### src/inc/bml_pkg.sv
// Shared constants and types for the boot-mode serial loader
package bml_pkg;
  // Clock and serial link
  localparam int CLK_HZ        = 100_000_000;
  localparam int BAUD_BPS      = 921_600;
  localparam int BIT_CYCLES    = CLK_HZ / BAUD_BPS;
  localparam int BREAK_BITS    = 11;
  localparam int BREAK_CYCLES  = BIT_CYCLES * BREAK_BITS;
  localparam int FRAME_DATA    = 8;
  // Window in which a break may arrive in the break-select mode
  localparam int BREAK_WAIT_US = 1000;
  localparam int BREAK_WAIT_CYC = BREAK_WAIT_US * (CLK_HZ / 1_000_000);

  // Strap encodings, bit 2 down to bit 0
  localparam logic [2:0] STRAP_LOAD   = 3'h4;
  localparam logic [2:0] STRAP_BRKSEL = 3'h2;

  // Register offsets
  localparam logic [7:0] OFS_CTRL   = 8'h00;
  localparam logic [7:0] OFS_STATUS = 8'h04;
  localparam logic [7:0] OFS_RXDATA = 8'h08;
  localparam logic [7:0] OFS_TXDATA = 8'h0C;
  localparam logic [7:0] OFS_FSSIZE = 8'h10;

  // Field positions
  localparam int CTRL_ENC      = 0;
  localparam int ST_RX_AVAIL   = 0;
  localparam int ST_RX_OVERRUN = 1;
  localparam int ST_TX_BUSY    = 2;
  localparam int ST_BREAK      = 3;
  localparam int ST_FORMATTED  = 4;
  localparam int ST_MODE_LSB   = 5;
  localparam int ST_STRAP_PROG = 7;
  localparam int ST_STATE_LSB  = 8;

  // Reset values
  localparam logic [31:0] FSSIZE_RST = 32'h0000_0000;

  typedef enum logic [1:0] {
    MODE_FUNC,
    MODE_LOAD,
    MODE_BRKSEL
  } bml_mode_t;

  typedef enum logic [2:0] {
    ST_HOLD,
    ST_CHECK,
    ST_LOAD,
    ST_FORMAT,
    ST_RUN
  } bml_state_t;
endpackage

### src/hw/bml_loader.sv
// Boot-mode strap capture, serial image load and first-boot formatting
module bml_loader #(
  parameter int BRK_WAIT = bml_pkg::BREAK_WAIT_CYC
) (
  // Clock and reset
  input  wire logic        clk,
  input  wire logic        reset,
  // Boot pins
  input  wire logic        reset_n_pin,
  input  wire logic [2:0]  boot_strap_pins,
  // Serial link, transmit and receive only
  input  wire logic        uart_rxd,
  output logic             uart_txd,
  // Register port
  input  wire logic [7:0]  addr,
  input  wire logic [31:0] wdata,
  input  wire logic        wr,
  input  wire logic        rd,
  output logic [31:0]      rdata,
  // Flash store side
  input  wire logic        image_present,
  input  wire logic        format_done,
  output logic             format_start,
  output logic             image_protect,
  output logic             flash_direct_en,
  // Boot outcome
  output logic             jtag_4wire,
  output logic             load_active,
  output logic             run_enable
);
  if (BRK_WAIT < 2 || BRK_WAIT > 1_000_000)
    $error("bml_loader: break wait out of range");

  ////////////////////////////////////////////////////////////////////
  // Strap decode
  function automatic bml_pkg::bml_mode_t strap_mode(input logic [2:0] s);
    if (s == bml_pkg::STRAP_LOAD)
      return bml_pkg::MODE_LOAD;
    else if (s == bml_pkg::STRAP_BRKSEL)
      return bml_pkg::MODE_BRKSEL;
    else
      return bml_pkg::MODE_FUNC;
  endfunction

  ////////////////////////////////////////////////////////////////////
  // Pin synchronisers
  logic       rstp_s1, rstp_s2, rstp_d;
  logic [2:0] strap_s1, strap_s2;
  logic       pin_release;

  always_ff @(posedge clk)
  begin
    rstp_s1  <= reset_n_pin;
    rstp_s2  <= rstp_s1;
    rstp_d   <= rstp_s2;
    strap_s1 <= boot_strap_pins;
    strap_s2 <= strap_s1;
    if (reset)
    begin
      rstp_s1  <= 1'b0;
      rstp_s2  <= 1'b0;
      rstp_d   <= 1'b0;
      strap_s1 <= 3'h0;
      strap_s2 <= 3'h0;
    end
  end

  assign pin_release = rstp_s2 && !rstp_d;

  ////////////////////////////////////////////////////////////////////
  // Serial engine; no handshake lines exist on this link
  logic       rx_valid, rx_break, tx_busy, tx_start;
  logic [7:0] rx_data, tx_data;

  bml_uart #(
    .BIT_CYC (bml_pkg::BIT_CYCLES),
    .BRK_CYC (bml_pkg::BREAK_CYCLES)
  ) u_uart (
    .clk      (clk),
    .reset    (reset),
    .rxd      (uart_rxd),
    .txd      (uart_txd),
    .rx_valid (rx_valid),
    .rx_data  (rx_data),
    .rx_break (rx_break),
    .tx_start (tx_start),
    .tx_data  (tx_data),
    .tx_busy  (tx_busy)
  );

  ////////////////////////////////////////////////////////////////////
  // Boot sequencer
  bml_pkg::bml_mode_t  mode, next_mode;
  bml_pkg::bml_state_t state, next_state;
  logic [19:0]         wait_cnt, next_wait_cnt;
  logic                formatted, next_formatted;
  logic                next_format_start;
  logic                break_seen, next_break_seen;

  // Run path: a present image is converted before first run
  function automatic bml_pkg::bml_state_t run_path(input logic img,
                                                   input logic fmt);
    return (img && !fmt) ? bml_pkg::ST_FORMAT : bml_pkg::ST_RUN;
  endfunction

  always_comb
  begin
    next_mode         = mode;
    next_state        = state;
    next_wait_cnt     = wait_cnt;
    next_formatted    = formatted;
    next_format_start = 1'b0;
    next_break_seen   = break_seen;
    unique case (state)
      bml_pkg::ST_HOLD:
        if (pin_release)
        begin
          next_mode = strap_mode(strap_s2);
          unique case (strap_mode(strap_s2))
            bml_pkg::MODE_LOAD:
              next_state = bml_pkg::ST_LOAD;
            bml_pkg::MODE_BRKSEL:
            begin
              next_state    = bml_pkg::ST_CHECK;
              next_wait_cnt = 20'(BRK_WAIT - 1);
            end
            bml_pkg::MODE_FUNC:
            begin
              next_state        = run_path(image_present, formatted);
              next_format_start = image_present && !formatted;
            end
          endcase
        end
      bml_pkg::ST_CHECK:
        if (rx_break)
        begin
          next_state      = bml_pkg::ST_LOAD;
          next_break_seen = 1'b1;
        end
        else if (wait_cnt == 20'h00000)
        begin
          next_state        = run_path(image_present, formatted);
          next_format_start = image_present && !formatted;
        end
        else
          next_wait_cnt = wait_cnt - 20'h00001;
      // Left only by a pin reset; no timeout
      bml_pkg::ST_LOAD:
        next_state = bml_pkg::ST_LOAD;
      // Conversion waits on the store only; serial input is ignored
      bml_pkg::ST_FORMAT:
        if (format_done)
        begin
          next_state     = bml_pkg::ST_RUN;
          next_formatted = 1'b1;
        end
      bml_pkg::ST_RUN:
        next_state = bml_pkg::ST_RUN;
      default:
        next_state = bml_pkg::ST_HOLD;
    endcase
    if (!rstp_s2)
    begin
      next_state      = bml_pkg::ST_HOLD;
      next_break_seen = 1'b0;
    end
  end

  always_ff @(posedge clk)
  begin
    if (reset)
    begin
      mode         <= bml_pkg::MODE_FUNC;
      state        <= bml_pkg::ST_HOLD;
      wait_cnt     <= 20'h00000;
      formatted    <= 1'b0;
      format_start <= 1'b0;
      break_seen   <= 1'b0;
    end
    else
    begin
      mode         <= next_mode;
      state        <= next_state;
      wait_cnt     <= next_wait_cnt;
      formatted    <= next_formatted;
      format_start <= next_format_start;
      break_seen   <= next_break_seen;
    end
  end

  ////////////////////////////////////////////////////////////////////
  // Pin outputs
  logic next_jtag, next_load, next_run, next_prot, next_direct;
  logic enc_image;

  always_comb
  begin
    // Both serial-load modes keep the full 4-wire debug port
    next_jtag = (next_state != bml_pkg::ST_HOLD) &&
                (next_mode != bml_pkg::MODE_FUNC);
    next_load = (next_state == bml_pkg::ST_LOAD);
    next_run  = (next_state == bml_pkg::ST_RUN);
    // Image stays write-protected beside the file system
    next_prot = next_formatted;
    // Direct flash path only while held in reset and never for encrypted
    next_direct = (next_state == bml_pkg::ST_HOLD) && !enc_image;
  end

  always_ff @(posedge clk)
  begin
    if (reset)
    begin
      jtag_4wire      <= 1'b0;
      load_active     <= 1'b0;
      run_enable      <= 1'b0;
      image_protect   <= 1'b0;
      flash_direct_en <= 1'b0;
    end
    else
    begin
      jtag_4wire      <= next_jtag;
      load_active     <= next_load;
      run_enable      <= next_run;
      image_protect   <= next_prot;
      flash_direct_en <= next_direct;
    end
  end

  ////////////////////////////////////////////////////////////////////
  // Register file
  logic        rx_avail, next_rx_avail;
  logic        rx_overrun, next_rx_overrun;
  logic [7:0]  rx_hold, next_rx_hold;
  logic        next_enc;
  logic [31:0] fs_size, next_fs_size;
  logic [31:0] next_rdata;
  logic        rx_take, rd_rx;

  assign rx_take  = rx_valid && (state == bml_pkg::ST_LOAD ||
                                 state == bml_pkg::ST_RUN);
  assign rd_rx    = rd && (addr == bml_pkg::OFS_RXDATA);
  assign tx_start = wr && (addr == bml_pkg::OFS_TXDATA) && !tx_busy;
  assign tx_data  = wdata[7:0];

  always_comb
  begin
    next_enc        = enc_image;
    next_fs_size    = fs_size;
    next_rx_hold    = rx_take ? rx_data : rx_hold;
    // A byte arriving with the clearing read still sets the flag
    next_rx_avail   = rx_take || (rx_avail && !rd_rx);
    next_rx_overrun = (rx_take && rx_avail && !rd_rx) ||
                      (rx_overrun && !rd_rx);
    if (wr && addr == bml_pkg::OFS_CTRL)
      next_enc = wdata[bml_pkg::CTRL_ENC];
    if (wr && addr == bml_pkg::OFS_FSSIZE && !formatted)
      next_fs_size = wdata;
    next_rdata = 32'h0000_0000;
    if (rd)
    begin
      unique case (addr)
        bml_pkg::OFS_CTRL:
          next_rdata[bml_pkg::CTRL_ENC] = enc_image;
        bml_pkg::OFS_STATUS:
        begin
          next_rdata[bml_pkg::ST_RX_AVAIL]   = rx_avail;
          next_rdata[bml_pkg::ST_RX_OVERRUN] = rx_overrun;
          next_rdata[bml_pkg::ST_TX_BUSY]    = tx_busy;
          next_rdata[bml_pkg::ST_BREAK]      = break_seen;
          next_rdata[bml_pkg::ST_FORMATTED]  = formatted;
          next_rdata[bml_pkg::ST_MODE_LSB +: 2] = mode;
          // Straps still in a programming setting while running
          next_rdata[bml_pkg::ST_STRAP_PROG] =
            strap_mode(strap_s2) != bml_pkg::MODE_FUNC;
          next_rdata[bml_pkg::ST_STATE_LSB +: 3] = state;
        end
        bml_pkg::OFS_RXDATA:
          next_rdata[7:0] = rx_hold;
        bml_pkg::OFS_FSSIZE:
          next_rdata = fs_size;
        default:
          next_rdata = 32'h0000_0000;
      endcase
    end
  end

  always_ff @(posedge clk)
  begin
    if (reset)
    begin
      enc_image  <= 1'b0;
      fs_size    <= bml_pkg::FSSIZE_RST;
      rx_hold    <= 8'h00;
      rx_avail   <= 1'b0;
      rx_overrun <= 1'b0;
      rdata      <= 32'h0000_0000;
    end
    else
    begin
      enc_image  <= next_enc;
      fs_size    <= next_fs_size;
      rx_hold    <= next_rx_hold;
      rx_avail   <= next_rx_avail;
      rx_overrun <= next_rx_overrun;
      rdata      <= next_rdata;
    end
  end

  ////////////////////////////////////////////////////////////////////
  // Checks
  AST_STRAP_LOAD: assert property (@(posedge clk) disable iff (reset)
    state == bml_pkg::ST_HOLD && pin_release && rstp_s2 &&
    strap_s2 == bml_pkg::STRAP_LOAD |-> ##1
    state == bml_pkg::ST_LOAD ##1 load_active)
    else $error("load-only strap did not enter load");

  AST_STRAP_BRK: assert property (@(posedge clk) disable iff (reset)
    state == bml_pkg::ST_HOLD && pin_release && rstp_s2 &&
    strap_s2 == bml_pkg::STRAP_BRKSEL |-> ##1
    state == bml_pkg::ST_CHECK && mode == bml_pkg::MODE_BRKSEL)
    else $error("break-select strap did not enter check");

  AST_LOAD_STAYS: assert property (@(posedge clk) disable iff (reset)
    state == bml_pkg::ST_LOAD && rstp_s2 |=> state == bml_pkg::ST_LOAD &&
    !run_enable)
    else $error("load mode fell through");

  AST_JTAG_LOAD: assert property (@(posedge clk) disable iff (reset)
    state == bml_pkg::ST_LOAD && mode == bml_pkg::MODE_LOAD |-> jtag_4wire)
    else $error("debug port not 4-wire in load mode");

  AST_JTAG_BRK: assert property (@(posedge clk) disable iff (reset)
    state != bml_pkg::ST_HOLD && mode == bml_pkg::MODE_BRKSEL |-> jtag_4wire)
    else $error("debug signals not kept in break-select mode");

  AST_BREAK_LOAD: assert property (@(posedge clk) disable iff (reset)
    state == bml_pkg::ST_CHECK && rx_break && rstp_s2 |=>
    state == bml_pkg::ST_LOAD ##1 load_active && !run_enable)
    else $error("break did not select load");

  AST_FORMAT_ALONE: assert property (@(posedge clk) disable iff (reset)
    state == bml_pkg::ST_FORMAT && !format_done && rstp_s2 |=>
    state == bml_pkg::ST_FORMAT && !run_enable)
    else $error("conversion left without its done");

  AST_IMG_KEPT: assert property (@(posedge clk) disable iff (reset)
    formatted |=> image_protect && $stable(formatted))
    else $error("image not protected after formatting");

  AST_FS_LOCK: assert property (@(posedge clk) disable iff (reset)
    formatted |=> $stable(fs_size))
    else $error("flash size changed after formatting");

  AST_ENC_DIRECT: assert property (@(posedge clk) disable iff (reset)
    enc_image |=> !flash_direct_en)
    else $error("direct flash path open for encrypted image");

  AST_MODE_HOLD: assert property (@(posedge clk) disable iff (reset)
    state != bml_pkg::ST_HOLD |=> $stable(mode))
    else $error("boot mode changed outside reset");
endmodule // bml_loader

### src/hw/bml_uart.sv
// Fixed-rate 8N1 serial receiver, transmitter and break detector
module bml_uart #(
  parameter int BIT_CYC = bml_pkg::BIT_CYCLES,
  parameter int BRK_CYC = bml_pkg::BREAK_CYCLES
) (
  // Clock and reset
  input  wire logic       clk,
  input  wire logic       reset,
  // Serial lines
  input  wire logic       rxd,
  output logic            txd,
  // Receive side
  output logic            rx_valid,
  output logic [7:0]      rx_data,
  output logic            rx_break,
  // Transmit side
  input  wire logic       tx_start,
  input  wire logic [7:0] tx_data,
  output logic            tx_busy
);
  // Counters are 16 bits wide, so longer bit or break times cannot be served
  if (BIT_CYC < 4 || BRK_CYC <= BIT_CYC * 10 || BRK_CYC > 65_535)
    $error("bml_uart: bit or break length out of range");

  logic        rx_s1, rx_s2;
  logic        rx_act, next_rx_act;
  logic [15:0] rx_cnt, next_rx_cnt;
  logic [3:0]  rx_bit, next_rx_bit;
  logic [7:0]  rx_sh, next_rx_sh;
  logic        next_rx_valid;
  logic [7:0]  next_rx_data;
  logic [15:0] low_cnt, next_low_cnt;
  logic        next_rx_break;
  logic [15:0] tx_cnt, next_tx_cnt;
  logic [3:0]  tx_bit, next_tx_bit;
  logic [9:0]  tx_sh, next_tx_sh;
  logic        next_txd, next_tx_busy;

  // Receiver: sample mid-bit, start, 8 data LSB first, 1 stop; no parity
  always_comb
  begin
    next_rx_act   = rx_act;
    next_rx_cnt   = rx_cnt;
    next_rx_bit   = rx_bit;
    next_rx_sh    = rx_sh;
    next_rx_valid = 1'b0;
    next_rx_data  = rx_data;
    if (!rx_act)
    begin
      if (!rx_s2)
      begin
        next_rx_act = 1'b1;
        next_rx_cnt = 16'(BIT_CYC / 2);
        next_rx_bit = 4'h0;
      end
    end
    else if (rx_cnt != 16'h0000)
      next_rx_cnt = rx_cnt - 16'h0001;
    else
    begin
      next_rx_cnt = 16'(BIT_CYC - 1);
      next_rx_bit = rx_bit + 4'h1;
      if (rx_bit == 4'h0)
        next_rx_act = !rx_s2;
      else if (rx_bit <= 4'(bml_pkg::FRAME_DATA))
        next_rx_sh = {rx_s2, rx_sh[7:1]};
      else
      begin
        next_rx_act   = 1'b0;
        next_rx_valid = rx_s2;
        next_rx_data  = rx_s2 ? rx_sh : rx_data;
      end
    end
  end

  // Break: line held low longer than a whole frame
  always_comb
  begin
    next_low_cnt  = rx_s2 ? 16'h0000 : low_cnt;
    next_rx_break = 1'b0;
    if (!rx_s2 && low_cnt != 16'(BRK_CYC))
      next_low_cnt = low_cnt + 16'h0001;
    if (!rx_s2 && low_cnt == 16'(BRK_CYC - 1))
      next_rx_break = 1'b1;
  end

  // Transmitter; a start while busy is dropped
  always_comb
  begin
    next_tx_cnt  = tx_cnt;
    next_tx_bit  = tx_bit;
    next_tx_sh   = tx_sh;
    next_txd     = txd;
    next_tx_busy = tx_busy;
    if (!tx_busy)
    begin
      if (tx_start)
      begin
        next_tx_sh   = {1'b1, tx_data, 1'b0};
        next_tx_busy = 1'b1;
        next_tx_cnt  = 16'(BIT_CYC - 1);
        next_tx_bit  = 4'h0;
        next_txd     = 1'b0;
      end
    end
    else if (tx_cnt != 16'h0000)
      next_tx_cnt = tx_cnt - 16'h0001;
    else if (tx_bit == 4'h9)
      next_tx_busy = 1'b0;
    else
    begin
      next_tx_cnt = 16'(BIT_CYC - 1);
      next_tx_bit = tx_bit + 4'h1;
      next_txd    = tx_sh[tx_bit + 4'h1];
    end
  end

  always_ff @(posedge clk)
  begin
    rx_s1 <= rxd;
    rx_s2 <= rx_s1;
    if (reset)
    begin
      rx_s1    <= 1'b1;
      rx_s2    <= 1'b1;
      rx_act   <= 1'b0;
      rx_cnt   <= 16'h0000;
      rx_bit   <= 4'h0;
      rx_sh    <= 8'h00;
      rx_valid <= 1'b0;
      rx_data  <= 8'h00;
      low_cnt  <= 16'h0000;
      rx_break <= 1'b0;
      tx_cnt   <= 16'h0000;
      tx_bit   <= 4'h0;
      tx_sh    <= 10'h3FF;
      txd      <= 1'b1;
      tx_busy  <= 1'b0;
    end
    else
    begin
      rx_act   <= next_rx_act;
      rx_cnt   <= next_rx_cnt;
      rx_bit   <= next_rx_bit;
      rx_sh    <= next_rx_sh;
      rx_valid <= next_rx_valid;
      rx_data  <= next_rx_data;
      low_cnt  <= next_low_cnt;
      rx_break <= next_rx_break;
      tx_cnt   <= next_tx_cnt;
      tx_bit   <= next_tx_bit;
      tx_sh    <= next_tx_sh;
      txd      <= next_txd;
      tx_busy  <= next_tx_busy;
    end
  end
endmodule // bml_uart

### config.mk
export PLATFORM = sky130hd
export DESIGN_NAME = bml_loader
export DESIGN_NICKNAME = d
export VERILOG_FILES = /design/src/inc/bml_pkg.sv /design/src/hw/bml_loader.sv /design/src/hw/bml_uart.sv
export SDC_FILE = /design/constraint.sdc
export NUM_CORES = 1
export LEC_CHECK = 0
export ABC_AREA = 1
export ABC_CLOCK_PERIOD_IN_PS = 1700
export BUFFER_PORTS_ARGS = -buffer_cell sky130_fd_sc_hd__buf_2
export CAP_MARGIN = 30
export CORE_ASPECT_RATIO = 1.75
export CORE_MARGIN = 2
export CORE_UTILIZATION = 32
export CTS_CLUSTER_SIZE = 16
export DETAILED_ROUTE_END_ITERATION = 12
export PLACE_DENSITY = 0.61
export SYNTH_ARGS = -nofsm -noshare
export SYNTH_HDL_FRONTEND = slang
export SYNTH_SLANG_ARGS = --single-unit
### constraint.sdc
create_clock -name clk -period 1.7 [get_ports clk]
set_clock_uncertainty 0.2 [all_clocks]
set_input_delay 0.085 -clock clk [delete_from_list [all_inputs] [get_ports clk]]
set_output_delay 0.085 -clock clk [all_outputs]
set_load 0.05 [all_outputs]
Word-level counts from Yosys, hierarchy flattened
Cells that the tools add are included.
{"block": "word_totals", "reg_bits": 204, "input_bits": 51, "word_cells": 193}
{"block": "op_classes", "order_cmp": 2, "mux": 61, "bitwise": 8, "n_reduce_logical": 53, "n_addsub": 6, "eq_ne": 26}
{"cell": "two-way mux 16 bit", "count": 9}
{"cell": "two-way mux 20 bit", "count": 4}
{"cell": "one-hot mux 20 bit (2 select lines)", "count": 1}
{"cell": "nonzero test 16 bit", "count": 2}
{"cell": "subtractor 16 x 1 -> 16 bit, second input constant", "count": 2}
{"cell": "two-way mux 4 bit", "count": 7}
{"cell": "one-hot mux 7 bit (3 select lines)", "count": 1}
{"cell": "zero test 20 bit", "count": 1}
{"cell": "subtractor 20 x 1 -> 20 bit, second input constant", "count": 1}
{"cell": "two-way mux 1 bit", "count": 19}
{"cell": "two-way mux 3 bit", "count": 6}
{"cell": "logical AND 1 bit", "count": 17}
{"cell": "adder 16 x 1 -> 16 bit, second input constant", "count": 1}
{"cell": "equality test 16 x 11 -> 1 bit, second input constant", "count": 1}
{"cell": "equality test 8 x 4 -> 1 bit, second input constant", "count": 2}
{"cell": "two-way mux 2 bit", "count": 8}
{"cell": "!= test 16 x 11 -> 1 bit, second input constant", "count": 1}
{"cell": "one-hot mux 3 bit (5 select lines)", "count": 1}
{"cell": "!= test 2 bit, second input constant", "count": 7}
{"cell": "equality test 3 x 2 -> 1 bit, second input constant", "count": 4}
{"cell": "AND reduction 2 bit", "count": 5}
{"cell": "AND reduction 5 bit", "count": 2}
{"cell": "nonzero test 2 bit", "count": 5}
{"cell": "equality test 3 bit, second input constant", "count": 3}
{"cell": "other kinds (29)", "count": 46}

Longest topological paths before layout
{"block": "depth", "depth_word": 12, "ltp_mapped": 12, "depth_no_buf": 12}

Cells and area by module
From an unflattened synthesis, not the netlist that was laid out.
{"block": "unflattened", "cells_unflattened": 1376, "area_unflattened_um2": 9551.7}
{"mod": "bml_loader", "n_inst": 1, "area_per_inst_um2": 4939.7, "cells_per_inst": 674, "seq_area_each_um2": 2322.2}
{"mod": "bml_uart", "n_inst": 1, "area_per_inst_um2": 4611.9, "cells_per_inst": 702, "seq_area_each_um2": 1761.7}

Worst setup path before layout
No wires, ideal clock.
{"block": "synth_path", "path_kind": "register to register", "start": "register, netlist name image_protect", "end": "register jtag_4wire", "stages_incl_launch_ff": 13, "setup_slack_ps": -226, "required_time_ps": 1391, "synth_period_minus_slack_ps": 1926, "setup_time_ps": 109, "arrival_time_ps": 1617, "cell_sequence": "dfxtp_1 buf_2 inv_1 nand2_1 nand2_1 nand3_1 nand2_1 inv_1 nand2_1 nand2_1 nand3_1 nand2_1 inv_1"}
{"item": "end signal: assignment", "line": "bml_loader.sv:221", "rtl": "jtag_4wire <= next_jtag;"}
{"item": "end: declaration", "line": "bml_loader.sv:27", "rtl": "output logic jtag_4wire,"}

Final worst setup path
{"block": "layout_path", "start": "register wait_cnt[0]", "end": "register wait_cnt[6]"}
{"block": "layout_between", "elab_chain_len": 4, "elab_cells_between_ends": 7, "cone_classes": "add/sub (1); eq/ne (1); mux (3); reduce/logical (2)"}
{"item": "start: declaration", "line": "bml_loader.sv:95", "rtl": "logic [19:0] wait_cnt, next_wait_cnt;"}
{"item": "start signal: assignment", "line": "bml_loader.sv:184", "rtl": "wait_cnt <= next_wait_cnt;"}
{"item": "subtractor 20 x 1 -> 20 bit", "line": "bml_loader.sv:146", "rtl": "next_wait_cnt = wait_cnt - 20'h00001;"}
{"item": "two-way mux 20 bit", "line": "bml_loader.sv:140", "rtl": "else if (wait_cnt == 20'h00000)"}
{"item": "two-way mux 20 bit", "line": "bml_loader.sv:135", "rtl": "if (rx_break)"}
{"item": "one-hot mux 20 bit (2 select lines)", "line": "bml_loader.sv:114", "rtl": "unique case (state)"}
Parallel ways exist; a longest one is shown, timed or not. The select of a mux whose other input is x is not followed.
A chain may end at the register's enable or synchronous reset.

==> flow_metrics.tcl <==
set metrics [dict create \
    busiest_layer "met2" \
    yosysTopAreaCellShare_pct 44.49 \
    postLayoutSetupSlackWorst_ps -101.3 \
    clk_pin_slew_ps 70 \
    use_met3_pct 2.178 \
    syn_nets 1343 \
    internal_power_mw 8.190 \
    yosys_warnings 0 \
    dr.pass1.iters 5 \
    cp_slowest_cell "dfxtp_2" \
    setup_viol 50 \
    min_period_ps 1801 \
    yosys.cell_count.top_type "nand2_1" \
    power.leakage_nw 6.244 \
    antenna_found_initial 0 \
    synth_area_leaders "dfxtp_1 (44%), nand2_1 (11%), nor2_1 (8.8%)" \
    cp-startpoint "wait_cnt[0]" \
    viasPerCell 4.753 \
    diodes 0 \
    synth_area_per_cell_um2 7.171 \
    peakVddDrop_uv 695.2 \
    fmax_mhz 555.1 \
    drc 0 \
    violations "hold timing, setup timing" \
    grt_util_met1_pct 18.24 \
    synth.distinct_cells 48 \
    io_buffer_count 89 \
    grt_pass1_vias 9355 \
    power.share.sequential_pct 44.4 \
    rsz0062_at_grt "true" \
    path_max_fanout 5 \
    slew_violations 0 \
    drv_cap 0 \
    reg2reg_setup_slack_ps -100 \
    reg2reg_from "wait_cnt[0]" \
    hold_violations 1 \
    hold_slack_ps -3.188 \
    grt_max_degree 55 \
    synth_top_flop_cell "dfxtp_1" \
    cts.sinks 204 \
    status "finished with violations" \
    crit-reg2reg-capture "wait_cnt[6]" \
    dpl_cell_area_mm2 0.01131 \
    dieHeight_um 228.0 \
    cts_tree "done" \
    io_pins 90 \
    netlist_instances 1280 \
    switching_power_mw 2.806 \
    finalInstanceArea_mm2 0.01383 \
    cts-root-buf "clkbuf_16" \
    syn_to_final_growth_pct 50.65 \
    reg2regPathDepth 11 \
    yosysSeqAreaShare_pct 44.49 \
    slowest_delay_ps 320 \
    combPwrFrac_pct 13.3 \
    gr-total-overflow 0 \
    die_w_um 132.0 \
    slew_headroom_pct 69.52 \
    clock_power_share_pct 42.3 \
    p_total_mw 11.00 \
    cp-start-kind "register" \
    hpwl_um 18790 \
    clk_latency_ps 520 \
    worst-setup-path-type "register to register" \
    drt_iter0_markers 505 \
    initial_core_util_pct 32.30 \
    rows 82 \
    post-route-period-util_pct 106.0 \
    grt_pass1_wl_um 43940 \
    place_congestion 0.9098 \
    worstSetupEndpointType "register" \
    wl_per_cell_um 13.92 \
    worstHoldPathCells 7 \
    async_flop_share_pct 0 \
    required_ps 1950 \
    finalNetCount 1671 \
    dr_total_vias 9511 \
    drive_gt1_share_pct 36.91 \
    synth_area_mm2 0.009179 \
    cts-htree-levels 1 \
    cts_buffer_depth 3 \
    core-area_mm2 0.02842 \
    p_per_area_mw_per_mm2 795.2 \
    cp_cell_sequence "inv_2 -> ha_4 -> nand2_2 -> nor2_2 -> nand3_2 -> nand2_4 -> nand2_4 -> o21ai_4 -> clkbuf_16 -> nand2_2 -> a21oi_2" \
    min_to "fs_size[19]" \
    synth_common_cells "nand2_1 (257), nor2_1 (214), dfxtp_1 (204)" \
    netSwitchingFraction_pct 25.51 \
    worst_hold_startpoint "addr[0]" \
    use_met2_pct 33.98 \
    hold_buffers 57 \
    hold_path.class "input port to register" \
    detail-route-antenna-nets 0 \
    cts_buffers 21 \
    synth_area_leader_cell "dfxtp_1" \
    worst_pin_slew_ps 457.2 \
    wl_um 27840 \
    synth-seq-cells 204 \
    die-area_mm2 0.03011 \
    arrival_ps 2050 \
    track_usage_pct 17.47 \
    synth-edff-count 0 \
]
cell families (layout without fill, tap and decap cells):
logic type      count (synthesis)  after routing  synth area share [%]
flops                         204            204                 44.49
xor+xnor                       20             20                 1.908
fa+ha+maj                      12             12                 1.636
simple gates                  633            634                 29.89
compound gates                216            216                 13.65
buf+inv                       195            537                 8.424
worst max path at each step:
stage	depth (start not counted)	slack (ps)	to
floorplan	9	2	u_uart.rx_data[7]
global placement	9	-230	u_uart.rx_data[4]
detailed placement	9	-280	u_uart.rx_data[1]
CTS	10	-90	u_uart.tx_cnt[9]
global route	11	-180	wait_cnt[6]
finish	11	-100	wait_cnt[6]
registers in the layout, indices dropped and copies added (netlist names), 4 cells and up:
name	count
fs_size	32
rdata	32
rx_hold	8
u_uart.low_cnt	16
u_uart.rx_bit	4
u_uart.rx_cnt	16
u_uart.rx_data	8
u_uart.rx_sh	8
u_uart.tx_bit	4
u_uart.tx_cnt	16
u_uart.tx_sh	9
wait_cnt	20
power groups by stage:
stage,Clock (mW),Combinational [mW],Sequential [mW]
after detailed placement,0,1.11,4.99
after global placement,0,1.09,4.99
after CTS,4.82,1.29,4.88
after floorplan,0,0.612,5.00
final,4.65,1.46,4.88
after global routing,4.98,1.60,4.89
layout make-up:
cell class	count	area, um^2
fillers	2696	14590
multi-input cells	882	5223
flip-flops and latches	204	4124
repair buffers	348	2733
clock buffers	29	605.6
inverters	151	583.1
well taps	378	473.0
clock inverters	9	87.58
routing by layer:
metal	routed length, um	up-vias
met5	0	-
met4	1158	0
met3	1071	80
met2	14880	244
met1	10730	4383
li1	-	4804
layout by cell type, fill, tap and decap left out, types with 6 or more instances in the layout:
master         Yosys  layout
nand2_1          257     205
dfxtp_1          204     182
buf_4              3     174
nor2_1           214     159
inv_1            145     119
buf_2             12      87
o21ai_0           83      63
nand3_1           66      56
a21oi_1           79      56
dlygate4sd3_1      0      54
nor2_2             8      46
nand2_2            5      42
a21oi_2           11      34
inv_2              3      24
nor4_1            29      24
clkbuf_16          0      23
buf_6              2      22
nor2_4             2      20
dfxtp_2            0      17
nand4_1           16      16
nand2_4            0      15
xor2_1            15      14
o21ai_1            1      13
o211ai_1          12      12
o21ai_2            1       8
ha_4               0       8
or2_2              7       7
nor3_4             1       6
nor3_1            13       6
nand3_4            0       6
nand3_2            2       6
o21a_1             6       6
through the flow:
stage               std cells  setup WS (ps)  util (%)  setup TNS [ps]
floorplan                1280          1.659         -               0
global placement         1880         -233.1     39.80           -7444
detailed placement       1880         -276.4     39.80           -9137
CTS                      1980         -89.63     45.75           -1122
global route             2001         -183.4     48.66           -8027
finish                   2001         -101.3     48.66           -2102
critical path, delay by kind of cell (launching register included):
kind                       cells  cell delay [ps]
adders and majority gates      1              150
buffers and inverters          2              320
and+or+nand+nor                6              480
DFF                            1              320
AOI/OAI and AO/OA              2              250
timing repair:
action	4_1_cts	5_1_grt
setup endpoints to repair	93	127
setup buffers	4	18
pin swaps	24	54
gates resized for setup	132	189
endpoints found under the hold margin	102	1
gates cloned	1	4
Power figures use the tool's default switching activity.
